==> config.mk <==
export PLATFORM = sky130hd
export DESIGN_NAME = opmode_ctrl
export DESIGN_NICKNAME = d
export VERILOG_FILES = /design/src/core/opmode_ctrl.v /design/src/core/startup_timer.v
export VERILOG_INCLUDE_DIRS = /design/src /design/src/core
export SDC_FILE = /design/constraint.sdc
export NUM_CORES = 1
export LEC_CHECK = 0
export ABC_AREA = 1
export BUFFER_PORTS_ARGS = -buffer_cell sky130_fd_sc_hd__buf_2
export CAP_MARGIN = 40
export CORE_ASPECT_RATIO = 1.1
export CORE_MARGIN = 5
export CORE_UTILIZATION = 34
export DETAILED_ROUTE_END_ITERATION = 10
export PLACE_DENSITY = 0.58
export SETUP_SLACK_MARGIN = 0.4
export SYNTH_ARGS = -nofsm -noshare
export SYNTH_HDL_FRONTEND = slang
export SYNTH_HIERARCHICAL = 1
export SYNTH_SLANG_ARGS = --single-unit
==> constraint.sdc <==
create_clock -name clock_i -period 4.7 [get_ports clock_i]
set_clock_uncertainty 0.1 [all_clocks]
set_input_delay 0.235 -clock clock_i [delete_from_list [all_inputs] [get_ports clock_i]]
set_output_delay 0.235 -clock clock_i [all_outputs]
set_load 0.05 [all_outputs]
==> src/core/opmode_defs.vh <==
/*
 * Register offsets, field positions, reset values and start-up counts
 * for the operating mode and power controller.
 * Assumes inclusion by bare name from files under core/.
 */
`ifndef OPMODE_DEFS_VH
`define OPMODE_DEFS_VH

// ----------------------------------------------------------------------
// register byte offsets
// ----------------------------------------------------------------------
`define OPM_MODE_OFS      8'h00
`define OPM_CTRL_OFS      8'h04
`define OPM_STAT_OFS      8'h08
`define OPM_WAKE_OFS      8'h0c

// ----------------------------------------------------------------------
// field positions
// ----------------------------------------------------------------------
`define OPM_FAST_BIT      0
`define OPM_IDLE_ON_HALT_ENABLE_BIT     1
`define OPM_HRDY_BIT      2
`define OPM_LRDY_BIT      3
`define OPM_DIV_LSB       5
`define OPM_DIV_MSB       7
`define OPM_SYSIDLE_BIT   7
`define OPM_PDF_BIT       0
`define OPM_TOF_BIT       1
`define OPM_STATE_LSB     4
`define OPM_STATE_MSB     6

// ----------------------------------------------------------------------
// reset values and fast divider threshold
// ----------------------------------------------------------------------
`define OPM_DIV_RST       3'h0
`define OPM_IDLE_ON_HALT_ENABLE_RST     1'b1
`define OPM_FAST_RST      1'b1
`define OPM_SYSIDLE_RST   1'b0
`define OPM_DIV_FAST_MIN  3'h2

// ----------------------------------------------------------------------
// start-up counts in clock_i cycles
// ----------------------------------------------------------------------
`define OPM_HRDY_CYC      5'h10
`define OPM_LRDY_CYC      5'h02

`endif

==> src/core/opmode_ctrl.v <==
/*
 * Operating mode and power controller: clock source choice, halt into
 * sleep or idle, wake-up handling, power-down and timeout flags, with
 * an APB register slave.
 * Assumes the CPU pulses halt_i and clr_wdt_i for one cycle, that the
 * watchdog pulses wdt_ovf_i, and that all inputs share clock_i.
 */
// The implementer's own choices: the APB slave port and the address map.
module opmode_ctrl #(
  parameter PA_W  = 8,
  parameter INT_N = 4,
  parameter TMR_W = 5
) (
  input  wire             clock_i,
  input  wire             rst_i,
  input  wire             psel_i,
  input  wire             penable_i,
  input  wire             pwrite_i,
  input  wire [7:0]       paddr_i,
  input  wire [31:0]      pwdata_i,
  output reg  [31:0]      prdata_o,
  output reg              pready_o,
  output reg              pslverr_o,
  input  wire             halt_i,
  input  wire             clr_wdt_i,
  input  wire             wdt_ovf_i,
  input  wire [PA_W-1:0]  porta_i,
  input  wire [INT_N-1:0] int_req_i,
  input  wire [INT_N-1:0] int_en_i,
  input  wire             stack_full_i,
  output reg  [3:0]       sysclk_sel_o,
  output reg              fast_osc_en_o,
  output reg              fast_div_run_o,
  output reg              sysclk_run_o,
  output reg              timebase_run_o,
  output reg              low_clk_run_o,
  output reg              cpu_run_o,
  output reg              state_hold_o,
  output reg              wdt_clear_o,
  output reg              pc_sp_reset_o,
  output reg              int_service_o,
  output reg              wake_resume_o
);

`include "opmode_defs.vh"

  // ----------------------------------------------------------------------
  // states and wake causes
  // ----------------------------------------------------------------------
  localparam [2:0] ST_RUN   = 3'h0;
  localparam [2:0] ST_SLEEP = 3'h1;
  localparam [2:0] ST_IDLE0 = 3'h2;
  localparam [2:0] ST_IDLE1 = 3'h3;
  localparam [2:0] ST_WAKE  = 3'h4;

  localparam [1:0] WK_PORT = 2'h0;
  localparam [1:0] WK_RES  = 2'h1;
  localparam [1:0] WK_SVC  = 2'h2;
  localparam [1:0] WK_WDT  = 2'h3;

  localparam [TMR_W-1:0] HRDY_CNT = `OPM_HRDY_CYC;
  localparam [TMR_W-1:0] LRDY_CNT = `OPM_LRDY_CYC;

  // ----------------------------------------------------------------------
  // helpers
  // ----------------------------------------------------------------------
  function sel_is_fast;
    input [3:0] sel;
    begin
      sel_is_fast = sel[3] || (sel[2:0] >= `OPM_DIV_FAST_MIN);
    end
  endfunction

  function reg_hit;
    input [7:0] addr;
    input [7:0] ofs;
    begin
      reg_hit = (addr == ofs);
    end
  endfunction

  // ----------------------------------------------------------------------
  // state
  // ----------------------------------------------------------------------
  reg  [2:0]       state_reg;
  reg  [2:0]       state_next;
  reg  [1:0]       cause_reg;
  reg  [1:0]       cause_next;
  reg  [2:0]       div_reg;
  reg              fast_reg;
  reg              idle_on_halt_enable_reg;
  reg              sysidle_reg;
  reg  [PA_W-1:0]  wake_en_reg;
  reg              pdf_reg;
  reg              tof_reg;
  reg  [PA_W-1:0]  pa_prev_reg;
  reg  [INT_N-1:0] armed_reg;
  reg              resume_next;
  reg              service_next;
  reg              pcsp_next;
  reg              wake_start;
  wire [TMR_W-1:0] tmr_count;
  wire             tmr_start;
  wire             mode_fast;
  wire             hrdy;
  wire             lrdy;
  wire             halt_take;
  wire             port_wake;
  wire             int_wake;
  wire             int_svc;
  wire             wake_any;
  wire             awake_next;
  wire             osc_next;
  wire             wr_en;
  wire             acc;

  // ----------------------------------------------------------------------
  // clock selection
  // ----------------------------------------------------------------------
  assign mode_fast = sel_is_fast({fast_reg, div_reg});
  assign awake_next = (state_next != ST_SLEEP) &&
                      (state_next != ST_IDLE0);
  // fast osc runs outside SLEEP and IDLE0 while the applied or requested source needs it
  assign osc_next = awake_next &&
                    (mode_fast || sel_is_fast(sysclk_sel_o));
  assign hrdy = fast_osc_en_o && (tmr_count >= HRDY_CNT);
  assign lrdy = (tmr_count >= LRDY_CNT);
  // one counter restarts for either oscillator
  assign tmr_start = wake_start ||
                     (osc_next && !fast_osc_en_o);

  startup_timer #(
    .W (TMR_W)
  ) u_tmr (
    .clock_i (clock_i),
    .rst_i   (rst_i),
    .start_i (tmr_start),
    .count_o (tmr_count)
  );

  always @(posedge clock_i) begin
    if (rst_i) begin
      sysclk_sel_o <= {`OPM_FAST_RST, `OPM_DIV_RST};
    end else if (mode_fast || lrdy) begin
      sysclk_sel_o <= {fast_reg, div_reg};
    end
  end

  // ----------------------------------------------------------------------
  // wake sources
  // ----------------------------------------------------------------------
  assign halt_take = (state_reg == ST_RUN) && halt_i;
  assign port_wake = |(pa_prev_reg & ~porta_i & wake_en_reg);
  assign int_wake = |(int_req_i & armed_reg);
  assign int_svc = |(int_req_i & armed_reg & int_en_i) &&
                   !stack_full_i;
  assign wake_any = port_wake || int_wake || wdt_ovf_i;

  always @(posedge clock_i) begin
    if (rst_i) begin
      pa_prev_reg <= {PA_W{1'b0}};
      armed_reg   <= {INT_N{1'b0}};
    end else begin
      pa_prev_reg <= porta_i;
      if (halt_take) begin
        armed_reg <= ~int_req_i;
      end
    end
  end

  // ----------------------------------------------------------------------
  // mode sequencer
  // ----------------------------------------------------------------------
  always @* begin
    state_next = state_reg;
    cause_next = cause_reg;
    resume_next = 1'b0;
    service_next = 1'b0;
    pcsp_next = 1'b0;
    wake_start = 1'b0;
    case (state_reg)
      ST_RUN: begin
        if (halt_i) begin
          if (!idle_on_halt_enable_reg) begin
            state_next = ST_SLEEP;
          end else if (sysidle_reg) begin
            state_next = ST_IDLE1;
          end else begin
            state_next = ST_IDLE0;
          end
        end
      end
      ST_SLEEP, ST_IDLE0, ST_IDLE1: begin
        if (wake_any) begin
          if (wdt_ovf_i) begin
            cause_next = WK_WDT;
          end else if (int_wake && int_svc) begin
            cause_next = WK_SVC;
          end else if (int_wake) begin
            cause_next = WK_RES;
          end else begin
            cause_next = WK_PORT;
          end
          state_next = ST_WAKE;
          wake_start = (state_reg != ST_IDLE1);
        end
      end
      ST_WAKE: begin
        // first instruction only once the selected source is stable
        if (sel_is_fast(sysclk_sel_o) ? hrdy : lrdy) begin
          state_next = ST_RUN;
          pcsp_next = (cause_reg == WK_WDT);
          service_next = (cause_reg == WK_SVC);
          resume_next = (cause_reg == WK_PORT) ||
                        (cause_reg == WK_RES);
        end
      end
      default: begin
        state_next = ST_RUN;
      end
    endcase
  end

  always @(posedge clock_i) begin
    if (rst_i) begin
      state_reg <= ST_RUN;
      cause_reg <= WK_PORT;
    end else begin
      state_reg <= state_next;
      cause_reg <= cause_next;
    end
  end

  // ----------------------------------------------------------------------
  // status flags
  // ----------------------------------------------------------------------
  always @(posedge clock_i) begin
    if (rst_i) begin
      pdf_reg <= 1'b0;
      tof_reg <= 1'b0;
    end else begin
      if (halt_take) begin
        pdf_reg <= 1'b1;
      end else if (clr_wdt_i) begin
        pdf_reg <= 1'b0;
      end
      if (wdt_ovf_i) begin
        tof_reg <= 1'b1;
      end else if (halt_take) begin
        tof_reg <= 1'b0;
      end
    end
  end

  // ----------------------------------------------------------------------
  // registered outputs
  // ----------------------------------------------------------------------
  always @(posedge clock_i) begin
    if (rst_i) begin
      fast_osc_en_o  <= 1'b0;
      fast_div_run_o <= 1'b0;
      sysclk_run_o   <= 1'b0;
      timebase_run_o <= 1'b0;
      low_clk_run_o  <= 1'b0;
      cpu_run_o      <= 1'b0;
      state_hold_o   <= 1'b0;
      wdt_clear_o    <= 1'b0;
      pc_sp_reset_o  <= 1'b0;
      int_service_o  <= 1'b0;
      wake_resume_o  <= 1'b0;
    end else begin
      fast_osc_en_o  <= osc_next;
      fast_div_run_o <= osc_next;
      sysclk_run_o   <= (state_next == ST_RUN) ||
                        (state_next == ST_IDLE1);
      timebase_run_o <= (state_next != ST_SLEEP) &&
                        (state_next != ST_WAKE);
      low_clk_run_o  <= 1'b1;
      cpu_run_o      <= (state_next == ST_RUN);
      state_hold_o   <= (state_next != ST_RUN);
      wdt_clear_o    <= halt_take || clr_wdt_i;
      pc_sp_reset_o  <= pcsp_next;
      int_service_o  <= service_next;
      wake_resume_o  <= resume_next;
    end
  end

  // ----------------------------------------------------------------------
  // apb slave
  // ----------------------------------------------------------------------
  assign acc = psel_i && penable_i;
  assign wr_en = acc && pready_o && pwrite_i;

  always @(posedge clock_i) begin
    if (rst_i) begin
      pready_o  <= 1'b0;
      pslverr_o <= 1'b0;
      prdata_o  <= 32'h00000000;
    end else begin
      pready_o  <= acc && !pready_o;
      pslverr_o <= acc && !pready_o &&
                   !(reg_hit(paddr_i, `OPM_MODE_OFS) ||
                     reg_hit(paddr_i, `OPM_CTRL_OFS) ||
                     reg_hit(paddr_i, `OPM_STAT_OFS) ||
                     reg_hit(paddr_i, `OPM_WAKE_OFS));
      prdata_o  <= 32'h00000000;
      if (acc && !pready_o && !pwrite_i) begin
        if (reg_hit(paddr_i, `OPM_MODE_OFS)) begin
          prdata_o[`OPM_DIV_MSB:`OPM_DIV_LSB] <= div_reg;
          prdata_o[`OPM_LRDY_BIT]  <= lrdy;
          prdata_o[`OPM_HRDY_BIT]  <= hrdy;
          prdata_o[`OPM_IDLE_ON_HALT_ENABLE_BIT] <= idle_on_halt_enable_reg;
          prdata_o[`OPM_FAST_BIT]  <= fast_reg;
        end else if (reg_hit(paddr_i, `OPM_CTRL_OFS)) begin
          prdata_o[`OPM_SYSIDLE_BIT] <= sysidle_reg;
        end else if (reg_hit(paddr_i, `OPM_STAT_OFS)) begin
          prdata_o[`OPM_PDF_BIT] <= pdf_reg;
          prdata_o[`OPM_TOF_BIT] <= tof_reg;
          prdata_o[`OPM_STATE_MSB:`OPM_STATE_LSB] <= state_reg;
        end else if (reg_hit(paddr_i, `OPM_WAKE_OFS)) begin
          prdata_o[PA_W-1:0] <= wake_en_reg;
        end
      end
    end
  end

  always @(posedge clock_i) begin
    if (rst_i) begin
      div_reg     <= `OPM_DIV_RST;
      fast_reg    <= `OPM_FAST_RST;
      idle_on_halt_enable_reg   <= `OPM_IDLE_ON_HALT_ENABLE_RST;
      sysidle_reg <= `OPM_SYSIDLE_RST;
      wake_en_reg <= {PA_W{1'b0}};
    end else if (wr_en) begin
      if (reg_hit(paddr_i, `OPM_MODE_OFS)) begin
        div_reg   <= pwdata_i[`OPM_DIV_MSB:`OPM_DIV_LSB];
        idle_on_halt_enable_reg <= pwdata_i[`OPM_IDLE_ON_HALT_ENABLE_BIT];
        fast_reg  <= pwdata_i[`OPM_FAST_BIT];
      end
      if (reg_hit(paddr_i, `OPM_CTRL_OFS)) begin
        sysidle_reg <= pwdata_i[`OPM_SYSIDLE_BIT];
      end
      if (reg_hit(paddr_i, `OPM_WAKE_OFS)) begin
        wake_en_reg <= pwdata_i[PA_W-1:0];
      end
    end
  end

endmodule

==> src/core/startup_timer.v <==
/*
 * Shared oscillator start-up counter: restarts on a start pulse and
 * counts up, saturating at its top value.
 * Assumes a synchronous active-high reset standing for power-on.
 */
module startup_timer #(
  parameter W = 5
) (
  input  wire         clock_i,
  input  wire         rst_i,
  input  wire         start_i,
  output reg  [W-1:0] count_o
);

  // ----------------------------------------------------------------------
  // saturating counter
  // ----------------------------------------------------------------------
  always @(posedge clock_i) begin
    if (rst_i || start_i) begin
      count_o <= {W{1'b0}};
    end else if (count_o != {W{1'b1}}) begin
      count_o <= count_o + {{(W-1){1'b0}}, 1'b1};
    end
  end

endmodule

==> results.toml, run 1 <==
[floorplanning]
core_region_area_mm2 = 0.007870
die_w_um = 95.30
io_pins = 114
die_h_um = 103.8
rows = 34
dieArea_mm2 = 0.009895
initial_utilization = 0.3458

[drt]
ant_nets = 0
vias_per_cell = 4.388
post_drt_wl_per_cell_um = 11.65
dr.pass1.iters = 4
drc = 0
via_count = 2418
wl_mm = 6.418
drt-initial-drc-count = 117

[setup_path]
crit_required_ns = 4.88
end_kind = "register"
critPathMaxFanout = 11
r2r_slack_ns = 2.49
reg2reg_depth = 11
cp_top_family = "simple AND/OR/NAND/NOR gates"
cp_common_cell = "nand2_1"
cp_slowest_stage_delay_ns = 0.48
cp_slowest_cell = "nor2_1"
timing.rr.start = "state_reg[0]"
path_cells = "nor2_2, nand2_1, nor2_1, o21ai_0, nand2_1, nand2_1, nand4_1, nand2_1, nor2_4, o21ai_1, nor2_1"
r2r-end = "u_tmr/count_o[4]"
path_class = "register to register"
critPathLaunchType = "register"
path_buf_inv = 0
arrival_ns = 2.39

[finish]
multiInputGateArea_mm2 = 0.001152
antenna_cells = 0
final_common_cell = "buf_2"
syn2layout_area_growth_pct = 19.31
final_cell_count_no_fill = 551
nNetsFinal = 506
final_cell_mix = "65 x buf_2, 62 x dfxtp_1, 59 x nor2_1"
post-route-util = 0.4126
n_fill_cell = 857
drive_gt1_frac = 0.2190
regArea_mm2 = 0.001241

[timing]
max_clock_freq_mhz = 451.6
slew_violations = 0
hold_viol_final = 0
worst_slew_pin_slew_ns = 0.7122
fin_crit_sh = 0.4711
rsz0062_at_grt = "no"
fin_crit_ns = 2.214
fin_setup_tns_ns = 0
setup_viol = 0
slew_headroom = 0.5247

[placed_design]
place.gp.congestion = 0.7746
place.detailed.instances = 532
io_buffers = 65
dp_hpwl_mm = 4.943

[clocking]
worstSkewPairLatency_ns = 0.34
ctsHtreeMaxLevel = 3
postCtsSetupBuffers = 0
cts_root_buf = "clkbuf_8"
cts_sinks = 62
clock_path_buffers = 2
cts_buffers = 9
cts_tree = "built"
cts.reportedPaths.clkPinSlew_ns = 0.07

[global_route]
grt_pass1_vias = 2317
grt.total_usage = 0.1342
grt_overflow = 0
antenna_found_initial = 0
grt_pass1_wl_mm = 10.49
grt_max_degree = 26

[pwr]
vdd_drop_max_mv = 0.1460
p_int_uw = 797.3
powerDensity_mw_per_mm2 = 359.7
p_sw_frac = 0.3173
power_frac_comb = 0.190
p_sw_uw = 370.6
pwr-share-seq = 0.486
power_frac_clock = 0.323
leakagePower_uw = 0.001634

[synthesis]
synth_top_area_share = 0.4561
ys_seq_elements = 62
synth_cell_types = 32
netlist_area_mm2 = 0.002721
syn_inst = 366
syn_avg_cell_area_um2 = 7.435
synth_warnings = 6
ys_seq_area_frac = 0.4561
yosys.area.top_type = "dfxtp_1"
synth.area.top_cells = "dfxtp_1 46%, nor2_1 8.1%, nand2_1 7.7%"

[worst_hold_path]
hold_end = "pa_prev_reg[5]"
holdCritPathClass = "primary input to register"
worstHoldStart = "porta_i[5]"
hold_path_depth = 3

[status]
status = "finished, final reports clean"

[flow_run]
maxCapViolCount = 0
-- through the flow --
| stage | cell area (um2) | hold WS [ns] | setup WS (ns) | total power, uW |
|---|---|---|---|---|
| floorplan | 2808 | 0.2130 | 3.100 | 764.7 |
| global placement | 3058 | 0.3297 | 2.565 | 796.4 |
| detailed placement | 3058 | 0.3359 | 2.545 | 799.4 |
| CTS | 3247 | 0.007518 | 2.520 | 1178 |
| global route | 3247 | 0.02139 | 2.193 | 1230 |
| finish | 3247 | 0.01311 | 2.486 | 1168 |
-- routing by layer --
layer / track usage / part of all wire / vias to the layer above / wire (um)
met4: 0.06701 / 0.022 / 0 / 142
met2: 0.2096 / 0.46 / 65 / 2956
met5: 0 / 0 / - / 0
met3: 0.03626 / 0.072 / 12 / 463
li1: - / - / 1271 / -
met1: 0.1674 / 0.44 / 1070 / 2856
-- cell type report --
cell class	instances	share of cell area
Clock buffer	13	0.04277
Tap cell	108	0.04162
Clock inverter	2	0.003083
Inverter	54	0.06281
Sequential cell	62	0.3823
Timing Repair Buffer	69	0.1125
Multi-Input combinational cell	243	0.3549
-- power groups by stage --
stage               clock network (uW)  logic, uW  registers (uW)
floorplan                            0        150             614
global route                       414        243             572
detailed placement                   0        219             580
finish                             378        222             568
CTS                                387        222             569
global placement                     0        217             579
-- cells in the mapped netlist, drive strengths merged --
master  number
a41oi        1
o221ai       2
clkinv       1
and3         2
o211ai       2
nor3         7
o22ai        1
nor2        64
nand2       57
conb         1
dfxtp       62
o21ai       28
a21oi       21
buf         26
nand4        6
inv         53
ha           2
nand3       20
clkbuf       4
nor4         2
a221oi       2
a211oi       1
a31oi        1
-- cell families (layout without fill, tap and decap cells) --
kind of cell	Yosys count	count (layout)	share of synthesized area
fa+ha+maj	2	2	0.009194
flops	62	62	0.4561
other cells	1	24	0.001378
buf+inv	84	138	0.1522
simple gates	158	158	0.2621
compound gates	59	59	0.1191
-- worst max path at each step --
stage	start	endpoint	slack [ns]	cells past startpoint
floorplan	pready_o	wake_en_reg[1]	3.10	5
global placement	state_reg[0]	u_tmr/count_o[0]	2.57	12
detailed placement	state_reg[0]	u_tmr/count_o[4]	2.54	11
CTS	state_reg[0]	u_tmr/count_o[4]	2.52	11
global route	state_reg[0]	u_tmr/count_o[1]	2.19	12
finish	state_reg[0]	u_tmr/count_o[4]	2.49	11
-- repair_timing --
| item | in CTS | in global routing |
|---|---|---|
| hold endpoints to repair | 4 | 0 |
| resized for setup | 0 | 0 |
| hold buffers | 4 | 0 |
-- worst min-delay path, stage by stage --
cell and delay [ns]:
buf_2 0.07, inv_1 0.04, nor2_1 0.07
(Power assumes the default switching activity.)
==> run 2, diff against run 1 <==
Clock period 4.7 ns to 2.2 ns, I/O delays scaled along.
==> results.toml, run 2 (synthesis results as in run 1) <==
[status]
status = "finished, final reports clean"

[setup_path]
critPathLaunchType = "register"
critPathMaxFanout = 5
cp_slowest_cell = "dfxtp_2"
path_cells = "nand2_2, nand2_2, inv_2, nand2_2, nor2_2, nand4_1, nand2_1, nand2_2, nand2_2, nand4_1, nand2_2, nor2_4, o21ai_1, nor2_1"
end_kind = "register"
cp_slowest_stage_delay_ns = 0.33
crit_required_ns = 2.33
arrival_ns = 1.91
cp_common_cell = "nand2_2"
path_class = "register to register"

[floorplanning]
rows = 34
die_w_um = 95.30
core_region_area_mm2 = 0.007870
initial_utilization = 0.3458
io_pins = 114
dieArea_mm2 = 0.009895
die_h_um = 103.8

[pwr]
vdd_drop_max_mv = 0.3759
powerDensity_mw_per_mm2 = 724.6
leakagePower_uw = 0.001781

[placed_design]
place_area_mm2 = 0.003065
dp_hpwl_mm = 4.956
post-place-ws_ns = 0.3263
io_buffers = 65
place.gp.congestion = 0.7849

[drt]
wl_mm = 6.732
drc = 0
via_count = 2538
vias_per_cell = 4.391
post_drt_wl_per_cell_um = 11.65
dr.pass1.iters = 4
ant_nets = 0
drt-initial-drc-count = 118

[clocking]
cts_root_buf = "clkbuf_8"
ctsHtreeMaxLevel = 3
cts_sinks = 62
clock_path_buffers = 2
cts_tree = "built"
worstSkewPairLatency_ns = 0.34
cts.reportedPaths.clkPinSlew_ns = 0.07
cts_buffers = 9

[finish]
antenna_cells = 0
final_common_cell = "buf_2"
drive_gt1_frac = 0.2872
n_fill_cell = 813
nNetsFinal = 534
final_cell_area_mm2 = 0.003585
final_cell_mix = "65 x buf_2, 54 x dfxtp_1, 52 x nor2_1"
syn2layout_area_growth_pct = 31.72

[timing]
slew_violations = 0
fin_setup_tns_ns = 0
worst_slew_pin_slew_ns = 0.7012
rsz0062_at_grt = "yes"
hold_viol_final = 0
setup_ws_ns = 0.4196
fin_crit_ns = 1.780
setup_viol = 0
max_clock_freq_mhz = 561.7
fin_crit_sh = 0.8093
slew_headroom = 0.5320
holdWs_ns = 0.01466

[flow_run]
maxCapViolCount = 0

[worst_hold_path]
holdCritPathClass = "primary input to register"

[global_route]
grt_pass1_vias = 2373
grt.total_usage = 0.1395
grt_overflow = 0
grt_max_degree = 26
antenna_found_initial = 0
grt_pass1_wl_mm = 10.79
-- run 2: cell types whose count changed in the layout (fill, tap and decap cells not counted), moves of 3 or more --
cell / delta
buf_4: +6
dfxtp_1: -8
dfxtp_2: +8
dlygate4sd3_1: +21
inv_1: -3
inv_2: +3
nand2_1: -11
nand2_2: +11
nor2_1: -7
nor2_2: +7
-- run 2: metal layers --
layer / vias to the layer above / part of all wire / routed length (um) / global-route usage
met2: 74 / 0.48 / 3206 / 0.2166
met5: - / 0 / 0 / 0
met3: 18 / 0.061 / 412 / 0.03263
met4: 0 / 0.032 / 215 / 0.08660
met1: 1121 / 0.43 / 2897 / 0.1709
li1: 1325 / - / - / -
-- run 2: per-stage QoR --
| step | cells | util | total power [uW] |
|---|---|---|---|
| detailed placement | 533 | 0.3895 | 1714 |
| floorplan | 389 | - | 1634 |
| global placement | 533 | 0.3895 | 1707 |
| CTS | 574 | 0.4439 | 2578 |
| finish | 578 | 0.4555 | 2598 |
| global route | 578 | 0.4555 | 2726 |
-- run 2: layout make-up --
type                       count  area (um2)  share of cell area
clock buffer                  12       145.1             0.04049
sequential                    62        1251              0.3490
multi-input combinational    243        1206              0.3365
clock inverter                 2       10.01            0.002792
tap                          108       135.1             0.03770
inverter                      54       203.9             0.05689
timing repair buffer          97       633.1              0.1766
-- run 2: report_power, final --
group	internal [uW]	switching (uW)	total (uW)
Combinational	168	383	551
Clock	424	407	830
Sequential	1190	29.4	1220
Total	1780	819	2600
-- run 2: final timing paths --
kind,from,end,slack (ns),depth (start not counted)
max,armed_reg[1],u_tmr/count_o[4],0.42,14
max reg2reg,armed_reg[1],u_tmr/count_o[4],0.42,14
min reg2reg,cause_reg[0],int_service_o,0.34,1
min,wdt_ovf_i,cause_reg[0],0.01,5
-- run 2: worst max-delay path, delay by kind of cell, from the launching register on --
kind / cells / cell delay, ns
buffers and inverters: 1 / 0.05
AOI/OAI and AO/OA: 1 / 0.10
DFF: 1 / 0.33
and+or+nand+nor: 12 / 1.08
-- run 2: what timing repair did --
action,4_1_cts,5_1_grt
setup endpoints to repair,5,5
gates resized for setup,2,31
pin swaps,2,11
buffers inserted,1,4
endpoints found under the hold margin,33,0
hold buffers,26,0
==> run 3, diff against run 2 <==
Settings changed: PLACE_DENSITY 0.58 to 0.6.
Clock period 2.2 ns to 1.6 ns, I/O delays scaled along.
==> results.toml, run 3 (synthesis results as in run 1) <==
[global_route]
grt_max_degree = 24
grt.total_usage = 0.1519
antenna_found_initial = 0
grt_pass1_wl_mm = 11.86
grt_overflow = 0
grt_pass1_vias = 2631

[pwr]
leakagePower_uw = 0.001992
powerDensity_mw_per_mm2 = 932.2
vdd_drop_max_mv = 0.3764

[clocking]
cts_sinks = 62
cts.reportedPaths.clkPinSlew_ns = 0.07
ctsHtreeMaxLevel = 3
cts_tree = "built"
cts_buffers = 9
cts_hold_buf = 25
clock_path_buffers = 2
cts_root_buf = "clkbuf_8"
worstSkewPairLatency_ns = 0.33

[setup_path]
path_class = "register to register"
timing.rr.start = "armed_reg[1]"
critPathMaxFanout = 5
cp-startpoint = "armed_reg[1]"
crit_required_ns = 1.76
arrival_ns = 1.87
end_kind = "register"
critPathLaunchType = "register"

[timing]
holdWs_ns = -0.01722
fin_crit_ns = 1.705
hold_viol_final = 1
rsz0062_at_grt = "yes"
max_clock_freq_mhz = 586.6
slew_violations = 0
fin_setup_tns_ns = -0.4627
setup_ws_ns = -0.1048
setup_viol = 6
fin_crit_sh = 1.066

[status]
status = "finished with violations"
violations = "hold timing, setup timing"

[flow_run]
maxCapViolCount = 0

[finish]
drive_gt1_frac = 0.4545
nNetsFinal = 568
final_cell_area_mm2 = 0.004202
final_cell_count_no_fill = 614
antenna_cells = 0
final_common_cell = "buf_2"
post-route-util = 0.5339
final_cell_mix = "65 x buf_2, 47 x dfxtp_1, 44 x nor2_1"
syn2layout_area_growth_pct = 54.39

[drt]
wl_mm = 7.448
vias_per_cell = 4.399
dr.pass1.iters = 6
drt-initial-drc-count = 106
ant_nets = 0
post_drt_wl_per_cell_um = 12.13
via_count = 2701
drc = 0

[placed_design]
io_buffers = 65
dp_hpwl_mm = 5.310
place.detailed.instances = 560
place.gp.congestion = 0.8004
place_area_mm2 = 0.003336

[floorplanning]
die_w_um = 95.30
dieArea_mm2 = 0.009895
die_h_um = 103.8
initial_utilization = 0.3458
io_pins = 114
core_region_area_mm2 = 0.007870
rows = 34

[worst_hold_path]
worstHoldStart = "rst_i"
holdCritPathClass = "primary input to register"
[run 3: cell types whose count changed in the layout (fill, tap and decap cells not counted), sizes merged]
cell	previous run	this run
buf	71	106
clkinv	3	5
dlymetal6s4s	1	0
[run 3: per-layer routing]
metal	GRT usage	up-vias	routed length (um)
met5	0	-	0
met4	0.07113	0	227
met3	0.04641	20	421
li1	-	1393	-
met1	0.1765	1208	3021
met2	0.2501	80	3777
[run 3: path summary, 6_finish.rpt]
kind	slack (ns)	end	depth (start not counted)
max	-0.10	u_tmr/count_o[2]	13
min	-0.02	pready_o	3
max reg2reg	-0.10	u_tmr/count_o[2]	13
min reg2reg	0.37	int_service_o	1
[run 3: layout make-up]
class | instances | area (um2)
Multi-Input combinational cell | 243 | 1434
Fill cell | 760 | 3669
Tap cell | 108 | 135.1
Clock inverter | 4 | 20.02
Inverter | 54 | 217.7
Timing Repair Buffer | 131 | 959.7
Clock buffer | 12 | 165.2
Sequential cell | 62 | 1270
[run 3: worst max-delay path, stage by stage (launching register included)]
cell and delay [ns]:
dfxtp_2 0.32, nand2_2 0.06, nand2_2 0.06, inv_2 0.05, nand2_2 0.05, nor2_2 0.07
nand4_1 0.14, o21ai_1 0.18, nand2_1 0.09, nand4_1 0.10, nand2_2 0.07, nor2_4 0.16
nand2_1 0.07, nor2_1 0.10
[run 3: timing repair]
item	in CTS	in global routing
pin swaps	21	40
setup buffers	6	7
gates resized for setup	48	72
endpoints found under the setup margin	33	44
hold endpoints to repair	39	1
[run 3: power by group]
group | total [uW] | internal (uW) | switching, uW
clock | 1260 | 678 | 581
combinational | 986 | 377 | 609
sequential | 1670 | 1630 | 45.3
total | 3920 | 2680 | 1240
[run 3: per-stage QoR]
stage          power (uW)  setup WS [ns]  hold WS [ns]
6_report             3917        -0.1048      -0.01722
2_1_floorplan        2250        0.07554       0.05058
4_1_cts              3862       -0.04970      -0.03548
5_1_grt              4117        -0.2713      -0.03064
3_5_place_dp         2445        -0.1473        0.1873
3_3_place_gp         2431        -0.1044        0.1844
